<file path="config.mk">
export PLATFORM = sky130hd
export DESIGN_NAME = loopback_activity_interrupt_regs
export DESIGN_NICKNAME = d
export VERILOG_FILES = /design/src/pkg/lb_act_pkg.sv /design/src/core/loopback_activity_interrupt_regs.sv
export SDC_FILE = /design/constraint.sdc
export NUM_CORES = 1
export LEC_CHECK = 0
export BUFFER_PORTS_ARGS = -buffer_cell sky130_fd_sc_hd__buf_2
export CAP_MARGIN = 30
export CORE_MARGIN = 10
export CORE_UTILIZATION = 50
export DETAILED_ROUTE_END_ITERATION = 8
export GPL_TIMING_DRIVEN = 0
export PLACE_DENSITY = 0.84
export SYNTH_ARGS = -nofsm -noshare
export SYNTH_HDL_FRONTEND = slang
export SYNTH_SLANG_ARGS = --single-unit
export TNS_END_PERCENT = 20
</file>
<file path="constraint.sdc">
create_clock -name pclk -period 2 [get_ports pclk]
set_input_delay 0.2 -clock pclk [delete_from_list [all_inputs] [get_ports pclk]]
set_output_delay 0.2 -clock pclk [all_outputs]
set_load 0.05 [all_outputs]
</file>
<file path="src/pkg/lb_act_pkg.sv">
// Register map, field layout and reset values of the loopback/activity bank
// Overview of operation
// Enabled path takes drop data onto add
// Four slice loopback registers, twelve enables each
// Disabled path keeps add bus data
// Unframed add pulse needs position and mask
// Software bypasses interpreter beyond twelve cycles offset
// Bypass bit six disables add interpreter
// Receive clock rise sets receive flag
// Transmit clock rise sets transmit flag
// Reading activity register clears all flags; the code clears only the flags the read returned
// Clocks sampled after the line interfaces
// Global status shows seven source blocks
// Status bits follow source, ignoring enables
// Bit fifteen gates global group onto irq
// Slice one has fifteen flags, gated
// Slice two flags skip bits fourteen, ten
// Position select picks J0 or payload
// Irq low while enabled group pending
package lb_act_pkg;
  localparam int IDX_W = 6;
  localparam int N_SLICE = 4;
  localparam int N_PATH = 12;
  localparam int BYTE_W = 8;
  localparam int SLOT_W = 4;
  // Register indices; the byte address is four times the index
  localparam logic [5:0] IDX_LB0 = 6'h08;
  localparam logic [5:0] IDX_LB1 = 6'h09;
  localparam logic [5:0] IDX_LB2 = 6'h0a;
  localparam logic [5:0] IDX_LB3 = 6'h0b;
  localparam logic [5:0] IDX_ACT = 6'h0e;
  localparam logic [5:0] IDX_GLB = 6'h0f;
  localparam logic [5:0] IDX_S1 = 6'h10;
  localparam logic [5:0] IDX_S2 = 6'h11;
  localparam logic [5:0] IDX_ADD_CFG = 6'h16;
  localparam logic [5:0] IDX_MISC = 6'h1d;
  localparam logic [5:0] IDX_INTERP = 6'h20;
  localparam logic [5:0] IDX_ACT_MASK = 6'h21;
  // Field positions
  localparam int GROUP_IRQ_ENABLE_BIT = 15;
  localparam int POS_SEL_BIT = 14;
  localparam int PULSE_MASK_BIT = 15;
  localparam int BYPASS_BIT = 6;
  localparam int TX_ACT_LSB = 4;
  // Implemented status bits per register
  localparam logic [15:0] GLB_MASK = 16'h007f;
  localparam logic [15:0] S1_MASK = 16'h7fff;
  localparam logic [15:0] S2_MASK = 16'h3bff;
  // Reset values
  localparam logic [11:0] LB_RST = 12'h000;
  localparam logic [7:0] ACT_RST = 8'h00;
  localparam logic [7:0] ACT_MASK_RST = 8'h00;
  localparam logic GROUP_IRQ_ENABLE_RST = 1'b0;
  localparam logic CFG_BIT_RST = 1'b0;
endpackage

</file>
<file path="src/core/loopback_activity_interrupt_regs.sv">
// Loopback enables, line clock activity monitor and interrupt status bank
`timescale 1ns/100ps
module loopback_activity_interrupt_regs (
  // Clock and reset
  input wire logic pclk,
  input wire logic presetn,
  // APB slave
  input wire logic psel,
  input wire logic penable,
  input wire logic pwrite,
  input wire logic [7:0] paddr,
  input wire logic [31:0] pwdata,
  output logic [31:0] prdata,
  output logic pready,
  output logic pslverr,
  // System-side buses, one byte lane and slot index per slice
  input wire logic [31:0] drop_data,
  input wire logic [15:0] drop_slot,
  input wire logic [31:0] add_bus_data,
  output logic [31:0] add_sys_data,
  // Line clocks taken after the line interfaces, async to pclk
  input wire logic [3:0] rx_line_clk,
  input wire logic [3:0] tx_line_clk,
  // Add frame pulse pin and decoded markers
  input wire logic add_frame_pulse_in,
  output logic add_j0_mark,
  output logic add_payload_mark,
  output logic add_interp_en,
  // Interrupt sources, levels from blocks on pclk
  input wire logic [6:0] glb_src,
  input wire logic [14:0] s1_src,
  input wire logic [12:0] s2_src,
  output logic irq_out_n
);

  logic [3:0][11:0] lb_q;
  logic [7:0] act_q;
  logic [7:0] act_mask_q;
  logic [7:0] act_set;
  logic [2:0] group_irq_enable_q;
  logic pos_sel_q;
  logic pulse_mask_q;
  logic bypass_q;
  logic [3:0] rx_s1_q, rx_s2_q, rx_s3_q;
  logic [3:0] tx_s1_q, tx_s2_q, tx_s3_q;
  logic fp_s1_q, fp_s2_q;
  logic [15:0] glb_word, s1_word, s2_word;
  logic [31:0] prdata_q;
  logic pslverr_q;
  logic irq_n_q;
  logic [5:0] idx;
  logic setup_ph, access_ph, wr_acc, rd_acc;

  // Bus phase decode
  assign idx = paddr[7:2];
  assign setup_ph = psel && !penable;
  assign access_ph = psel && penable;
  assign wr_acc = access_ph && pwrite && !pslverr_q;
  assign rd_acc = access_ph && !pwrite;
  // Zero wait states: the answer is prepared during setup
  assign pready = 1'b1;
  assign prdata = prdata_q;
  assign pslverr = pslverr_q;

  // Status words follow their sources directly
  assign glb_word = {group_irq_enable_q[0], 8'h00, glb_src};
  assign s1_word = {group_irq_enable_q[1], s1_src};
  assign s2_word = {group_irq_enable_q[2], 1'b0, s2_src[12:10], 1'b0,
                    s2_src[9:0]};

  // Address map check, shared by read mux and error decode
  function automatic logic is_mapped(input logic [5:0] i,
                                     input logic [1:0] lo);
    is_mapped = (lo == 2'b00) &&
                ((i >= lb_act_pkg::IDX_LB0 && i <= lb_act_pkg::IDX_LB3) ||
                 i == lb_act_pkg::IDX_ACT || i == lb_act_pkg::IDX_GLB ||
                 i == lb_act_pkg::IDX_S1 || i == lb_act_pkg::IDX_S2 ||
                 i == lb_act_pkg::IDX_ADD_CFG ||
                 i == lb_act_pkg::IDX_MISC ||
                 i == lb_act_pkg::IDX_INTERP ||
                 i == lb_act_pkg::IDX_ACT_MASK);
  endfunction

  // Read multiplexer; unused and reserved bits read zero
  function automatic logic [15:0] rd_word(input logic [5:0] i);
    logic [15:0] w;
    w = 16'h0000;
    case (i)
      lb_act_pkg::IDX_LB0: w = {4'h0, lb_q[0]};
      lb_act_pkg::IDX_LB1: w = {4'h0, lb_q[1]};
      lb_act_pkg::IDX_LB2: w = {4'h0, lb_q[2]};
      lb_act_pkg::IDX_LB3: w = {4'h0, lb_q[3]};
      lb_act_pkg::IDX_ACT: w = {8'h00, act_q};
      lb_act_pkg::IDX_GLB: w = glb_word;
      lb_act_pkg::IDX_S1: w = s1_word;
      lb_act_pkg::IDX_S2: w = s2_word;
      lb_act_pkg::IDX_ADD_CFG: w[lb_act_pkg::POS_SEL_BIT] = pos_sel_q;
      lb_act_pkg::IDX_MISC: w[lb_act_pkg::PULSE_MASK_BIT] = pulse_mask_q;
      lb_act_pkg::IDX_INTERP: w[lb_act_pkg::BYPASS_BIT] = bypass_q;
      lb_act_pkg::IDX_ACT_MASK: w = {8'h00, act_mask_q};
      default: w = 16'h0000;
    endcase
    rd_word = w;
  endfunction

  // Read data and error captured in setup, shown in the access phase
  always_ff @(posedge pclk or negedge presetn) begin
    if (!presetn) begin
      prdata_q <= 32'h0000_0000;
      pslverr_q <= 1'b0;
    end else if (setup_ph) begin
      // Refused reads return zero, so they cannot clear activity flags
      if (pwrite || !is_mapped(idx, paddr[1:0])) begin
        prdata_q <= 32'h0000_0000;
      end else begin
        prdata_q <= {16'h0000, rd_word(idx)};
      end
      pslverr_q <= !is_mapped(idx, paddr[1:0]);
    end
  end

  // Read answers are captured at setup and must stand through access
  lb_read_a: assert property (@(posedge pclk) disable iff (!presetn)
    setup_ph && !pwrite && paddr == {lb_act_pkg::IDX_LB1, 2'b00}
    |=> prdata_q[15:0] == {4'h0, $past(lb_q[1])})
    else $error("loopback read wrong");
  act_read_a: assert property (@(posedge pclk) disable iff (!presetn)
    setup_ph && !pwrite && paddr == {lb_act_pkg::IDX_ACT, 2'b00}
    |=> prdata_q[7:0] == $past(act_q) && prdata_q[15:8] == 8'h00)
    else $error("activity read wrong");
  s1_read_a: assert property (@(posedge pclk) disable iff (!presetn)
    setup_ph && !pwrite && paddr == {lb_act_pkg::IDX_S1, 2'b00}
    |=> prdata_q[14:0] == $past(s1_src) &&
        prdata_q[15] == $past(group_irq_enable_q[1]))
    else $error("slice one status read wrong");
  // A refused transfer must answer with an error and no data
  err_read_a: assert property (@(posedge pclk) disable iff (!presetn)
    setup_ph && paddr[1:0] != 2'b00
    |=> pslverr && prdata == 32'h0000_0000)
    else $error("misaligned access not refused");
  write_zero_a: assert property (@(posedge pclk) disable iff (!presetn)
    setup_ph && pwrite |=> prdata == 32'h0000_0000)
    else $error("write returned read data");

  // Loopback enable registers, one per slice
  always_ff @(posedge pclk or negedge presetn) begin
    if (!presetn) begin
      lb_q <= {4{lb_act_pkg::LB_RST}};
    end else if (wr_acc) begin
      for (int s = 0; s < lb_act_pkg::N_SLICE; s++) begin
        if (idx == lb_act_pkg::IDX_LB0 + 6'(s)) begin
          lb_q[s] <= pwdata[11:0];
        end
      end
    end
  end

  // Group enables and configuration bits
  always_ff @(posedge pclk or negedge presetn) begin
    if (!presetn) begin
      group_irq_enable_q <= {3{lb_act_pkg::GROUP_IRQ_ENABLE_RST}};
      pos_sel_q <= lb_act_pkg::CFG_BIT_RST;
      pulse_mask_q <= lb_act_pkg::CFG_BIT_RST;
      bypass_q <= lb_act_pkg::CFG_BIT_RST;
      act_mask_q <= lb_act_pkg::ACT_MASK_RST;
    end else if (wr_acc) begin
      case (idx)
        lb_act_pkg::IDX_GLB: group_irq_enable_q[0] <= pwdata[lb_act_pkg::GROUP_IRQ_ENABLE_BIT];
        lb_act_pkg::IDX_S1: group_irq_enable_q[1] <= pwdata[lb_act_pkg::GROUP_IRQ_ENABLE_BIT];
        lb_act_pkg::IDX_S2: group_irq_enable_q[2] <= pwdata[lb_act_pkg::GROUP_IRQ_ENABLE_BIT];
        lb_act_pkg::IDX_ADD_CFG: pos_sel_q <= pwdata[lb_act_pkg::POS_SEL_BIT];
        lb_act_pkg::IDX_MISC:
          pulse_mask_q <= pwdata[lb_act_pkg::PULSE_MASK_BIT];
        lb_act_pkg::IDX_INTERP: bypass_q <= pwdata[lb_act_pkg::BYPASS_BIT];
        lb_act_pkg::IDX_ACT_MASK: act_mask_q <= pwdata[7:0];
        default: ;
      endcase
    end
  end

  // Enable and configuration writes land on the access edge
  glb_write_a: assert property (@(posedge pclk) disable iff (!presetn)
    wr_acc && idx == lb_act_pkg::IDX_GLB
    |=> group_irq_enable_q[0] == $past(pwdata[lb_act_pkg::GROUP_IRQ_ENABLE_BIT]))
    else $error("global enable write not stored");
  s1_write_a: assert property (@(posedge pclk) disable iff (!presetn)
    wr_acc && idx == lb_act_pkg::IDX_S1
    |=> group_irq_enable_q[1] == $past(pwdata[lb_act_pkg::GROUP_IRQ_ENABLE_BIT]))
    else $error("slice one enable write not stored");
  s2_write_a: assert property (@(posedge pclk) disable iff (!presetn)
    wr_acc && idx == lb_act_pkg::IDX_S2
    |=> group_irq_enable_q[2] == $past(pwdata[lb_act_pkg::GROUP_IRQ_ENABLE_BIT]))
    else $error("slice two enable write not stored");
  cfg_write_a: assert property (@(posedge pclk) disable iff (!presetn)
    wr_acc && idx == lb_act_pkg::IDX_ADD_CFG
    |=> pos_sel_q == $past(pwdata[lb_act_pkg::POS_SEL_BIT]))
    else $error("pulse position write not stored");
  mask_write_a: assert property (@(posedge pclk) disable iff (!presetn)
    wr_acc && idx == lb_act_pkg::IDX_MISC
    |=> pulse_mask_q == $past(pwdata[lb_act_pkg::PULSE_MASK_BIT]))
    else $error("pulse mask write not stored");
  // Refused writes must leave every register as it was
  err_write_a: assert property (@(posedge pclk) disable iff (!presetn)
    access_ph && pwrite && pslverr_q
    |=> $stable(lb_q) && $stable(group_irq_enable_q) && $stable(act_mask_q))
    else $error("refused write changed a register");

  // Line clock synchronisers; the third stage only feeds edge detection
  always_ff @(posedge pclk or negedge presetn) begin
    if (!presetn) begin
      rx_s1_q <= 4'h0;
      rx_s2_q <= 4'h0;
      rx_s3_q <= 4'h0;
      tx_s1_q <= 4'h0;
      tx_s2_q <= 4'h0;
      tx_s3_q <= 4'h0;
    end else begin
      rx_s1_q <= rx_line_clk;
      rx_s2_q <= rx_s1_q;
      rx_s3_q <= rx_s2_q;
      tx_s1_q <= tx_line_clk;
      tx_s2_q <= tx_s1_q;
      tx_s3_q <= tx_s2_q;
    end
  end

  // Rising edges only; line clocks must stay below half of pclk
  assign act_set[3:0] = rx_s2_q & ~rx_s3_q;
  assign act_set[7:4] = tx_s2_q & ~tx_s3_q;

  // Sticky activity flags: a read clears only what it returned
  always_ff @(posedge pclk or negedge presetn) begin
    if (!presetn) begin
      act_q <= lb_act_pkg::ACT_RST;
    end else if (rd_acc && idx == lb_act_pkg::IDX_ACT) begin
      act_q <= (act_q & ~prdata_q[7:0]) | act_set;
    end else begin
      act_q <= act_q | act_set;
    end
  end

  // Flags set only on an edge, and hold until a read of their register
  rx_quiet_a: assert property (@(posedge pclk) disable iff (!presetn)
    !act_q[2] && !act_set[2] |=> !act_q[2])
    else $error("rx activity flag set without an edge");
  tx_quiet_a: assert property (@(posedge pclk) disable iff (!presetn)
    !act_q[5] && !act_set[5] |=> !act_q[5])
    else $error("tx activity flag set without an edge");
  rx_hold_a: assert property (@(posedge pclk) disable iff (!presetn)
    act_q[1] && !(rd_acc && idx == lb_act_pkg::IDX_ACT) |=> act_q[1])
    else $error("rx activity flag lost without a read");
  tx_hold_a: assert property (@(posedge pclk) disable iff (!presetn)
    act_q[4] && !(rd_acc && idx == lb_act_pkg::IDX_ACT) |=> act_q[4])
    else $error("tx activity flag lost without a read");

  // Per-slice loopback multiplexer, one stage of latency
  for (genvar s = 0; s < lb_act_pkg::N_SLICE; s++) begin : g_loop
    logic [3:0] slot;
    logic loop_on;
    assign slot = drop_slot[s*4 +: 4];
    assign loop_on = (slot < 4'(lb_act_pkg::N_PATH)) && lb_q[s][slot];
    always_ff @(posedge pclk or negedge presetn) begin
      if (!presetn) begin
        add_sys_data[s*8 +: 8] <= 8'h00;
      end else if (loop_on) begin
        add_sys_data[s*8 +: 8] <= drop_data[s*8 +: 8];
      end else begin
        add_sys_data[s*8 +: 8] <= add_bus_data[s*8 +: 8];
      end
    end
  end

  // Two more lanes, and slots past the last path, which never loop
  loop_top_a: assert property (@(posedge pclk) disable iff (!presetn)
    g_loop[3].loop_on
    |=> add_sys_data[31:24] == $past(drop_data[31:24]))
    else $error("looped top lane did not carry drop data");
  pass_lane_a: assert property (@(posedge pclk) disable iff (!presetn)
    !g_loop[2].loop_on
    |=> add_sys_data[23:16] == $past(add_bus_data[23:16]))
    else $error("unlooped lane did not carry add data");
  slot_range_a: assert property (@(posedge pclk) disable iff (!presetn)
    drop_slot[3:0] >= 4'(lb_act_pkg::N_PATH)
    |=> add_sys_data[7:0] == $past(add_bus_data[7:0]))
    else $error("slot past the last path was looped");

  // Add frame pulse: mask drops a pin without framing
  always_ff @(posedge pclk or negedge presetn) begin
    if (!presetn) begin
      fp_s1_q <= 1'b0;
      fp_s2_q <= 1'b0;
      add_j0_mark <= 1'b0;
      add_payload_mark <= 1'b0;
    end else begin
      fp_s1_q <= add_frame_pulse_in;
      fp_s2_q <= fp_s1_q;
      add_j0_mark <= fp_s2_q && !pos_sel_q && !pulse_mask_q;
      add_payload_mark <= fp_s2_q && pos_sel_q && !pulse_mask_q;
    end
  end

  // The J0 position and the mask, which silences both marks
  j0_pos_a: assert property (@(posedge pclk) disable iff (!presetn)
    fp_s2_q && !pos_sel_q && !pulse_mask_q |=> add_j0_mark && !add_payload_mark)
    else $error("frame pulse not marked as J0");
  mask_quiet_a: assert property (@(posedge pclk) disable iff (!presetn)
    pulse_mask_q |=> !add_j0_mark && !add_payload_mark)
    else $error("masked frame pulse still marked");

  // Interpreter enable and interrupt output, both registered
  always_ff @(posedge pclk or negedge presetn) begin
    if (!presetn) begin
      add_interp_en <= 1'b1;
      irq_n_q <= 1'b1;
    end else begin
      add_interp_en <= !bypass_q;
      irq_n_q <= !((group_irq_enable_q[0] && |glb_src) ||
                   (group_irq_enable_q[1] && |s1_src) ||
                   (group_irq_enable_q[2] && |s2_src) ||
                   |(act_q & act_mask_q));
    end
  end
  assign irq_out_n = irq_n_q;

  // Each enabled group and the masked activity flags reach the pin
  bypass_off_a: assert property (@(posedge pclk) disable iff (!presetn)
    !bypass_q |=> add_interp_en)
    else $error("interpreter disabled without bypass");
  irq_s1_a: assert property (@(posedge pclk) disable iff (!presetn)
    group_irq_enable_q[1] && |s1_src |=> !irq_out_n)
    else $error("enabled slice one interrupt not raised");
  irq_s2_a: assert property (@(posedge pclk) disable iff (!presetn)
    group_irq_enable_q[2] && |s2_src |=> !irq_out_n)
    else $error("enabled slice two interrupt not raised");
  irq_act_a: assert property (@(posedge pclk) disable iff (!presetn)
    |(act_q & act_mask_q) |=> !irq_out_n)
    else $error("unmasked activity interrupt not raised");

  // Checks
  loop_sel_a: assert property (@(posedge pclk) disable iff (!presetn)
    g_loop[0].loop_on |=> add_sys_data[7:0] == $past(drop_data[7:0]))
    else $error("looped path did not carry drop data");
  add_pass_a: assert property (@(posedge pclk) disable iff (!presetn)
    !g_loop[1].loop_on |=> add_sys_data[15:8] == $past(add_bus_data[15:8]))
    else $error("unlooped path did not carry add data");
  lb_write_a: assert property (@(posedge pclk) disable iff (!presetn)
    wr_acc && idx == lb_act_pkg::IDX_LB2 |=> lb_q[2] == $past(pwdata[11:0]))
    else $error("loopback write not stored");
  rx_set_a: assert property (@(posedge pclk) disable iff (!presetn)
    rx_s2_q[0] && !rx_s3_q[0] |=> act_q[0])
    else $error("rx activity flag not set");
  tx_set_a: assert property (@(posedge pclk) disable iff (!presetn)
    tx_s2_q[3] && !tx_s3_q[3] |=> act_q[7])
    else $error("tx activity flag not set");
  act_clear_a: assert property (@(posedge pclk) disable iff (!presetn)
    rd_acc && idx == lb_act_pkg::IDX_ACT && act_set == 8'h00 &&
    act_q == prdata_q[7:0] |=> act_q == 8'h00)
    else $error("activity read did not clear flags");
  glb_read_a: assert property (@(posedge pclk) disable iff (!presetn)
    setup_ph && !pwrite && paddr == {lb_act_pkg::IDX_GLB, 2'b00}
    |=> prdata_q[6:0] == $past(glb_src) && prdata_q[14:7] == 8'h00)
    else $error("global status read wrong");
  s2_gap_a: assert property (@(posedge pclk) disable iff (!presetn)
    setup_ph && !pwrite && paddr == {lb_act_pkg::IDX_S2, 2'b00}
    |=> prdata_q[14] == 1'b0 && prdata_q[10] == 1'b0 &&
        prdata_q[13:11] == $past(s2_src[12:10]))
    else $error("slice two status layout wrong");
  irq_glb_a: assert property (@(posedge pclk) disable iff (!presetn)
    group_irq_enable_q[0] && |glb_src |=> !irq_out_n)
    else $error("enabled global interrupt not raised");
  irq_idle_a: assert property (@(posedge pclk) disable iff (!presetn)
    !(group_irq_enable_q[1] && |s1_src) && !(group_irq_enable_q[0] && |glb_src) &&
    !(group_irq_enable_q[2] && |s2_src) && !(|(act_q & act_mask_q)) |=> irq_out_n)
    else $error("interrupt raised with nothing enabled");
  bypass_a: assert property (@(posedge pclk) disable iff (!presetn)
    bypass_q |=> !add_interp_en)
    else $error("interpreter not disabled by bypass");
  pulse_pos_a: assert property (@(posedge pclk) disable iff (!presetn)
    fp_s2_q && pos_sel_q && !pulse_mask_q |=> add_payload_mark && !add_j0_mark)
    else $error("frame pulse position wrong");

endmodule

</file>
==> summary by stage, run 1 <==
Status
The run finished with clean final reports.

CTS
In this run the clock root is driven by a sky130_fd_sc_hd__clkbuf_16. The clock transition at the registers of the reported paths is 0.07 ns. The total number of clock tree sinks is 149. The maximum buffer depth of the clock tree is 2. The TritonCTS clock tree is built. The worst-skew pair later-pin latency is 0.42 ns. Buffers inserted during clock tree synthesis total 17. The CTS H-tree depth is 4.

Yosys
The summed instance area of the synthesized netlist is 6860 um2. In this run, synthesis inferred 0 flip-flops with an integrated enable. Synthesis produced a netlist whose cell count is 498.

The warning count from the yosys run is 0. The post-synthesis sequential element count is 149. In the synthesized netlist the dominant register cell turns out to be sky130_fd_sc_hd__dfrtp_1. The proportion of synthesized chip area in sequential cells is 0.544.

The proportion of synthesized flip-flops having asynchronous set or reset is 1.00. The distinct cell type count of the synthesized netlist is 55. Averaged over all synthesized cells, the footprint is 13.8 um2.

Routing
After detailed routing, the number of remaining DRC violations is 0. The number of detailed-routing iterations run before antenna repair is 6. Dividing the detail-routed wire length by the instance count gives 21.7 um.

The detailed router's first-iteration violation count is 466. Dividing the detail-routed via count by the number of cells gives 5.68. For this block, the routed nets add up to 20,500 um of wire. The count of nets left with antenna violations after detail routing is 0. Across all layers, the routed design uses 5,373 vias.

Min path
The classification of the worst-slack hold path is input port to register.

STA
The number of endpoints with negative hold slack in the final report was 0. The final worst clock skew is 0.00891 ns. The time the final worst path needs with I/O delays and setup is 1.96 ns. Setup repair after global routing left no endpoint under its margin. At the pin with the least slew margin, the transition time is 0.668 ns.

Dividing the final minimum period by the clock period gives 0.978. Setup violations remaining at the end of the flow were counted as 0. The worst pin sits at a relative slew slack of 0.554. The aggregate negative setup slack is 0 ns. Derived from the worst setup path, the maximum achievable clock frequency is 511 MHz. The final count of pins violating max slew came to 0.

Placement
At the end of routability-driven placement, the weighted congestion stood at 0.945. Once detailed placement completed, the half-perimeter wirelength came to 15,700 um. The number of input and output port buffers inserted is 202.

Setup path
Data arrives at the worst endpoint at 2.26 ns. The required arrival time at the worst endpoint is 2.31 ns. The highest fanout seen on the critical path is 10. The critical path in this run is classified as register to register.

The nature of the critical path endpoint is a register. The kind of launch point of the worst setup path is a register.

Die
The region available for standard cell placement spans 13,300 um2. The row count is 42. From left edge to right edge, the die measures 137 um. The height of the chip is 137 um. The overall die area is 18,800 um2. The effective utilization at floorplan is 0.514. In this run the count of I/O pins placed on the die edge is 239.

Pwr
For this design the ratio of total power to cell area is 814 nW/um2. The analysis attributes to cell leakage a power of 0.00438 uW. The total design power is 7330 uW. The peak supply drop is 0.485 mV.

Layout
The antenna diode count is 0. From synthesis to final layout, the design area changed by 31.4%. In the final layout, the share of cells above drive strength 1 is 0.534. The final layout contains 926 nets. The register cell area after layout is 3730 um2.

The layout has 970 filler cells. The area used by multi-input combinational logic is 2910 um2.

Global routing
The number of antenna violations at the first check in global routing was 0. The number of global-route vias before repair came to 5,725. Entering global routing, the biggest net connects 106 pins.

The global-route usage over all layers is 0.216. The first global-routing pass estimated 31,000 um of wire. The total overflow reported by the global router is 0.

Flow run
The tool flagged a number of max-cap violations equal to 0.
[final timing paths]
path,start,endpoint,slack (ns),cells past startpoint
max reg2reg,pslverr,lb_q[33],0.04,5
min,add_bus_data[17],add_sys_data[17],0.01,2
max in group asynchronous,presetn,add_sys_data[7],0.90,3
max,pslverr,lb_q[33],0.04,5
min reg2reg,tx_s1_q[0],tx_s2_q[0],0.35,0
min in group asynchronous,presetn,prdata[4],0.27,2
[critical path, stage by stage (launching register included)]
cell and delay, ns:
sky130_fd_sc_hd__dfrtp_2 0.44, sky130_fd_sc_hd__nor3b_4 0.29, sky130_fd_sc_hd__buf_4 0.19, sky130_fd_sc_hd__and3_1 0.23
sky130_fd_sc_hd__buf_2 0.30, sky130_fd_sc_hd__mux2_2 0.38
[layer usage]
metal	GRT usage	wire, um	part of all wire
met1	0.252	7450	0.36
met2	0.368	10500	0.51
met3	0.0656	2160	0.11
met4	0.0790	440	0.021
met5	0	0	0
[cell usage in the layout, fill, tap and decap left out, types with 4 or more instances in the layout]
cell	netlist	routed
sky130_fd_sc_hd__a221oi_1	5	5
sky130_fd_sc_hd__a22o_1	18	18
sky130_fd_sc_hd__a22oi_1	12	12
sky130_fd_sc_hd__a32oi_1	8	8
sky130_fd_sc_hd__and3_1	6	6
sky130_fd_sc_hd__buf_2	11	210
sky130_fd_sc_hd__buf_4	18	20
sky130_fd_sc_hd__clkbuf_1	4	4
sky130_fd_sc_hd__clkbuf_16	0	17
sky130_fd_sc_hd__clkinv_2	0	5
sky130_fd_sc_hd__conb_1	2	17
sky130_fd_sc_hd__dfrtp_1	147	146
sky130_fd_sc_hd__dlygate4sd3_1	0	20
sky130_fd_sc_hd__inv_1	10	10
sky130_fd_sc_hd__mux2_2	101	101
sky130_fd_sc_hd__mux2i_1	5	5
sky130_fd_sc_hd__mux4_2	22	22
sky130_fd_sc_hd__nand2_1	35	35
sky130_fd_sc_hd__nand2b_1	4	4
sky130_fd_sc_hd__nand3_1	9	9
sky130_fd_sc_hd__nand3b_1	5	5
sky130_fd_sc_hd__nor2_1	7	7
sky130_fd_sc_hd__nor3_1	5	5
sky130_fd_sc_hd__nor4_1	6	6
sky130_fd_sc_hd__o21ai_0	12	12
sky130_fd_sc_hd__o21ai_2	4	4
[flip-flops by register name, summed over array words and instances, names as in the netlist, 3 cells and up]
| signal | flops |
|---|---|
| lb_q | 48 |
| act_q | 8 |
| tx_s1_q | 4 |
| tx_s2_q | 4 |
| group_irq_enable_q | 3 |
| rx_s1_q | 4 |
| act_mask_q | 8 |
| prdata | 16 |
| rx_s3_q | 4 |
| tx_s3_q | 4 |
| add_sys_data | 32 |
| rx_s2_q | 4 |
[stage by stage]
step	setup slack [ns]	area (um2)	hold slack [ns]	util	instances
2_1_floorplan	0.0848	6920	-0.0956	-	513
3_3_place_gp	-1.44	8150	0.308	0.611	891
3_5_place_dp	-0.321	8180	0.149	0.613	892
4_1_cts	0.0449	9010	0.000156	0.675	946
5_1_grt	0.00506	9010	0.00240	0.675	946
6_report	0.0431	9010	0.0109	0.675	946
[area by class of cell]
class	instances	share of cell area
clock inverter	13	0.0172
inverter	10	0.00417
sequential	149	0.414
tap	176	0.0244
clock buffer	19	0.0503
timing repair buffer	225	0.140
multi-input combinational	317	0.323
buffer	37	0.0267
[kinds of logic (layout without fill, tap and decap cells)]
kind of cell           Yosys count  after routing  share of synthesized area
buffers and inverters           47            304                     0.0398
and+or+nand+nor                 98             98                     0.0834
DFF                            149            149                      0.544
other                            2             17                    0.00109
muxes                          129            129                      0.247
AOI/OAI and AO/OA               73             73                     0.0844
[report_power, final]
part	total (uW)	leakage [uW]	switching (uW)	internal, uW
Clock	3260	0.000295	1240	2020
Combinational	886	0.00220	540	346
Sequential	3180	0.00189	56.7	3130
[cells in the mapped netlist, types with 6 or more instances]
library cell              instances  area share
sky130_fd_sc_hd__and3_1           6      0.0055
sky130_fd_sc_hd__mux4_2          22       0.072
sky130_fd_sc_hd__buf_2           11      0.0080
sky130_fd_sc_hd__buf_4           18       0.020
sky130_fd_sc_hd__inv_1           10      0.0055
sky130_fd_sc_hd__mux2_2         101        0.17
sky130_fd_sc_hd__nand2_1         35       0.019
sky130_fd_sc_hd__nor2_1           7      0.0038
sky130_fd_sc_hd__dfrtp_1        147        0.54
sky130_fd_sc_hd__nand3_1          9      0.0066
sky130_fd_sc_hd__a22o_1          18       0.023
sky130_fd_sc_hd__o21ai_0         12      0.0088
sky130_fd_sc_hd__nor4_1           6      0.0055
sky130_fd_sc_hd__a22oi_1         12       0.013
sky130_fd_sc_hd__a32oi_1          8       0.010
[timing repair]
item,in CTS,in global routing
pin swaps,1,0
setup buffers,2,0
hold buffers,20,0
endpoints found under the setup margin,30,15
resized for setup,0,2
hold endpoints to repair,59,0
Power figures use the tool's default switching activity.
==> inputs of run 2 (changes only) <==
--- a/config.mk
+++ b/config.mk
@@ -5,7 +5,7 @@
 export SDC_FILE = /design/constraint.sdc
 export NUM_CORES = 1
 export LEC_CHECK = 0
-export BUFFER_PORTS_ARGS = -buffer_cell sky130_fd_sc_hd__buf_2
+export BUFFER_PORTS_ARGS = -buffer_cell sky130_fd_sc_hd__buf_4
 export CAP_MARGIN = 30
 export CORE_MARGIN = 10
 export CORE_UTILIZATION = 50
==> summary by stage, run 2 (synthesis results as in run 1) <==
Global routing
For this run, the total global-route usage over all layers was measured as 0.224. The maximum number of pins on one net before global-route repair is 107. The total overflow reported by the global router is 0. The number of global-route vias before repair is 5,929. The number of antenna violations at the first check in global routing came to 0.

The first-pass GRT wire length is 32,300 um.

Layout
The post-layout net count is 943. Relative to the synthesized area, the layout overhead comes to 41.1%. Summing all flip-flop and latch instances after layout gives 3730 um2.

Summing all multi-input logic gate instances after layout gives 2910 um2. The number of flip-flops in the largest register is 48. The fraction of final layout cells sized beyond drive strength 1 is 0.520. Fill cells in the final layout number 938. The library cell used most frequently in the layout, excluding fill and tap cells, is sky130_fd_sc_hd__buf_4. The non-filler instance count after layout is 963. For this run, the share of the core covered by cells in the final layout is 0.725.

The repair_antennas step left the layout with diodes totalling 0. More flip-flops sit in one register than any other, and that register is lb_q. The library cells used most frequently in the layout, excluding fill and tap cells, are 222 x sky130_fd_sc_hd__buf_4, 146 x sky130_fd_sc_hd__dfrtp_1, 101 x sky130_fd_sc_hd__mux2_2.

Die
From bottom edge to top edge, the die measures 137 um. The row count is 42. The floorplan step defined a die boundary enclosing 18,800 um2. The effective utilization at floorplan is 0.514. From left edge to right edge, the die measures 137 um.

239 I/O pins were placed. The floorplan step defined a core boundary enclosing 13,300 um2.

Placement
At the end of routability-driven placement, the weighted congestion stood at 0.917. Input and output buffers added on the ports amount to 202. The total placed cells including tap cells is 892.

The detailed placer's ending HPWL is 16,100 um.

Routing
The routed design has 21,400 um of wire. The count of nets left with antenna violations after detail routing is 0. In the final routed layout, each cell accounts on average for 22.2 um. The number of detailed-routing iterations run before antenna repair is 6. The detailed router's first-iteration violation count is 540. The via-per-instance ratio is 5.70. The remaining design rule violation count is 0.

The routed layout has 5,489 vias.

STA
The final worst clock skew is 0.0112 ns. The number of setup violations in the final report is 0. The final cycle utilization of the critical path is 0.962. Subtracting the final worst setup slack from the clock period gives 1.92 ns. The maximum frequency from static timing analysis is 520 MHz.

The final count of pins violating max slew is 0. For the pin with the worst max-slew slack, the measured transition is 0.657 ns. The number of endpoints with negative hold slack in the final report is 0. Setup repair after global routing left no endpoint under its margin. In this run the tightest slew margin relative to its limit is 0.562.

Setup path
In this run the critical register-to-register path is captured at lb_q[20]. The highest fanout seen on the critical path is 10. The kind of launch point of the worst setup path is a register.

The required arrival time at the worst endpoint is 2.30 ns. The worst reg2reg path startpoint is pslverr. STA classifies the critical path endpoint as a register. Data on the critical path arrives at its endpoint at 2.23 ns. The worst setup path startpoint is pslverr.

The worst register-to-register path has a setup slack of 0.08 ns. The worst register-to-register path has a depth of 5. The setup path with the least slack is of type register to register.

Pwr
The switching fraction of total power is 0.244. Of the total power, combinational logic draws 0.137. The switching component of the power is 1820 uW. The power density normalized to cell area is 773 nW/um2. The clock power share is 0.437.

The peak supply drop is 0.530 mV. The internal power of the cells totals 5650 uW. For this design the static power due to leakage is 0.00461 uW. Of the total power, registers draw 0.426.

CTS
The clock transition at the registers of the reported paths is 0.06 ns. The CTS buffer count is 17. The maximum buffer depth of the clock tree is 2. The clock root buffer is sky130_fd_sc_hd__clkbuf_16. The total number of clock tree sinks is 149. TritonCTS built the clock tree. For the worst-skew pair, the clock arrives at the later sink with an insertion delay of 0.43 ns. The H-tree generated during clock tree synthesis spans 4 levels.

Flow run
The max-capacitance violation count is 0.

Min path
The worst min-delay path startpoint is add_bus_data[6]. The classification of the worst-slack hold path is input port to register. The worst hold path was traced through 2 stages. The worst hold path terminates at add_sys_data[6].

Status
The run finished with clean final reports.
==> run 2: changes by cell type in the layout (fill, tap and decap cells not counted), sizes merged <==
cell	before	now
clkbuf	25	30
clkinvlp	3	1
dlygate4sd3	20	36
inv	11	10
clkinv	6	5
==> run 2: how the worst max path moves through the flow <==
stage               end  slack, ns  cells past startpoint
6_report       lb_q[20]       0.08                      5
5_1_grt        lb_q[40]       0.01                      5
4_1_cts        lb_q[20]       0.08                      5
3_5_place_dp   lb_q[44]      -0.31                      7
3_3_place_gp   lb_q[37]      -0.27                      7
2_1_floorplan  lb_q[37]       0.08                      5
==> run 2: metal layers <==
layer | part of all wire | GRT usage | vias up
li1 | - | - | 2396
met1 | 0.36 | 0.256 | 2755
met3 | 0.11 | 0.0850 | 41
met4 | 0.021 | 0.0738 | 0
met5 | 0 | 0 | -
met2 | 0.51 | 0.379 | 297
==> run 2: worst max-delay path: stages, from the launching register on <==
cell                       delay [ns]
sky130_fd_sc_hd__dfrtp_2         0.44
sky130_fd_sc_hd__nor3b_4         0.27
sky130_fd_sc_hd__nand2_1         0.12
sky130_fd_sc_hd__nor2_1          0.29
sky130_fd_sc_hd__clkbuf_4        0.33
sky130_fd_sc_hd__mux2_2          0.36
==> run 2: what timing repair did <==
action	4_1_cts	5_1_grt
endpoints found under the hold margin	65	2
gates cloned	0	0
setup endpoints to repair	30	18
hold buffers	33	3
resized for setup	0	3
pin swaps	1	0
buffers inserted	3	0
==> run 2: metrics by stage <==
step / setup TNS [ns] / power, uW / hold slack (ns) / setup WS (ns) / area (um2)
6_report: 0 / 7480 / 0.0128 / 0.0760 / 9680
5_1_grt: 0 / 7730 / 0.000102 / 0.0109 / 9680
4_1_cts: 0 / 7510 / 0.0000824 / 0.0807 / 9640
3_5_place_dp: -7.50 / 4200 / 0.147 / -0.310 / 8690
3_3_place_gp: -5.48 / 4160 / 0.309 / -0.269 / 8650
2_1_floorplan: 0 / 3700 / -0.0956 / 0.0848 / 6920
==> run 2: area by class of cell <==
| class | count | share of cell area |
|---|---|---|
| tap | 176 | 0.0227 |
| inverter | 10 | 0.00388 |
| timing repair buffer | 242 | 0.199 |
| multi-input combinational | 317 | 0.301 |
| buffer | 37 | 0.0251 |
| clock buffer | 23 | 0.0494 |
| sequential | 149 | 0.386 |
| clock inverter | 9 | 0.0131 |
==> run 2: power by group through the flow <==
stage          Combinational [uW]  Sequential (uW)  Clock, uW
3_5_place_dp                  962             3240          0
5_1_grt                      1090             3200       3440
3_3_place_gp                  931             3230          0
2_1_floorplan                 328             3380          0
6_report                     1030             3190       3270
4_1_cts                      1020             3180       3310
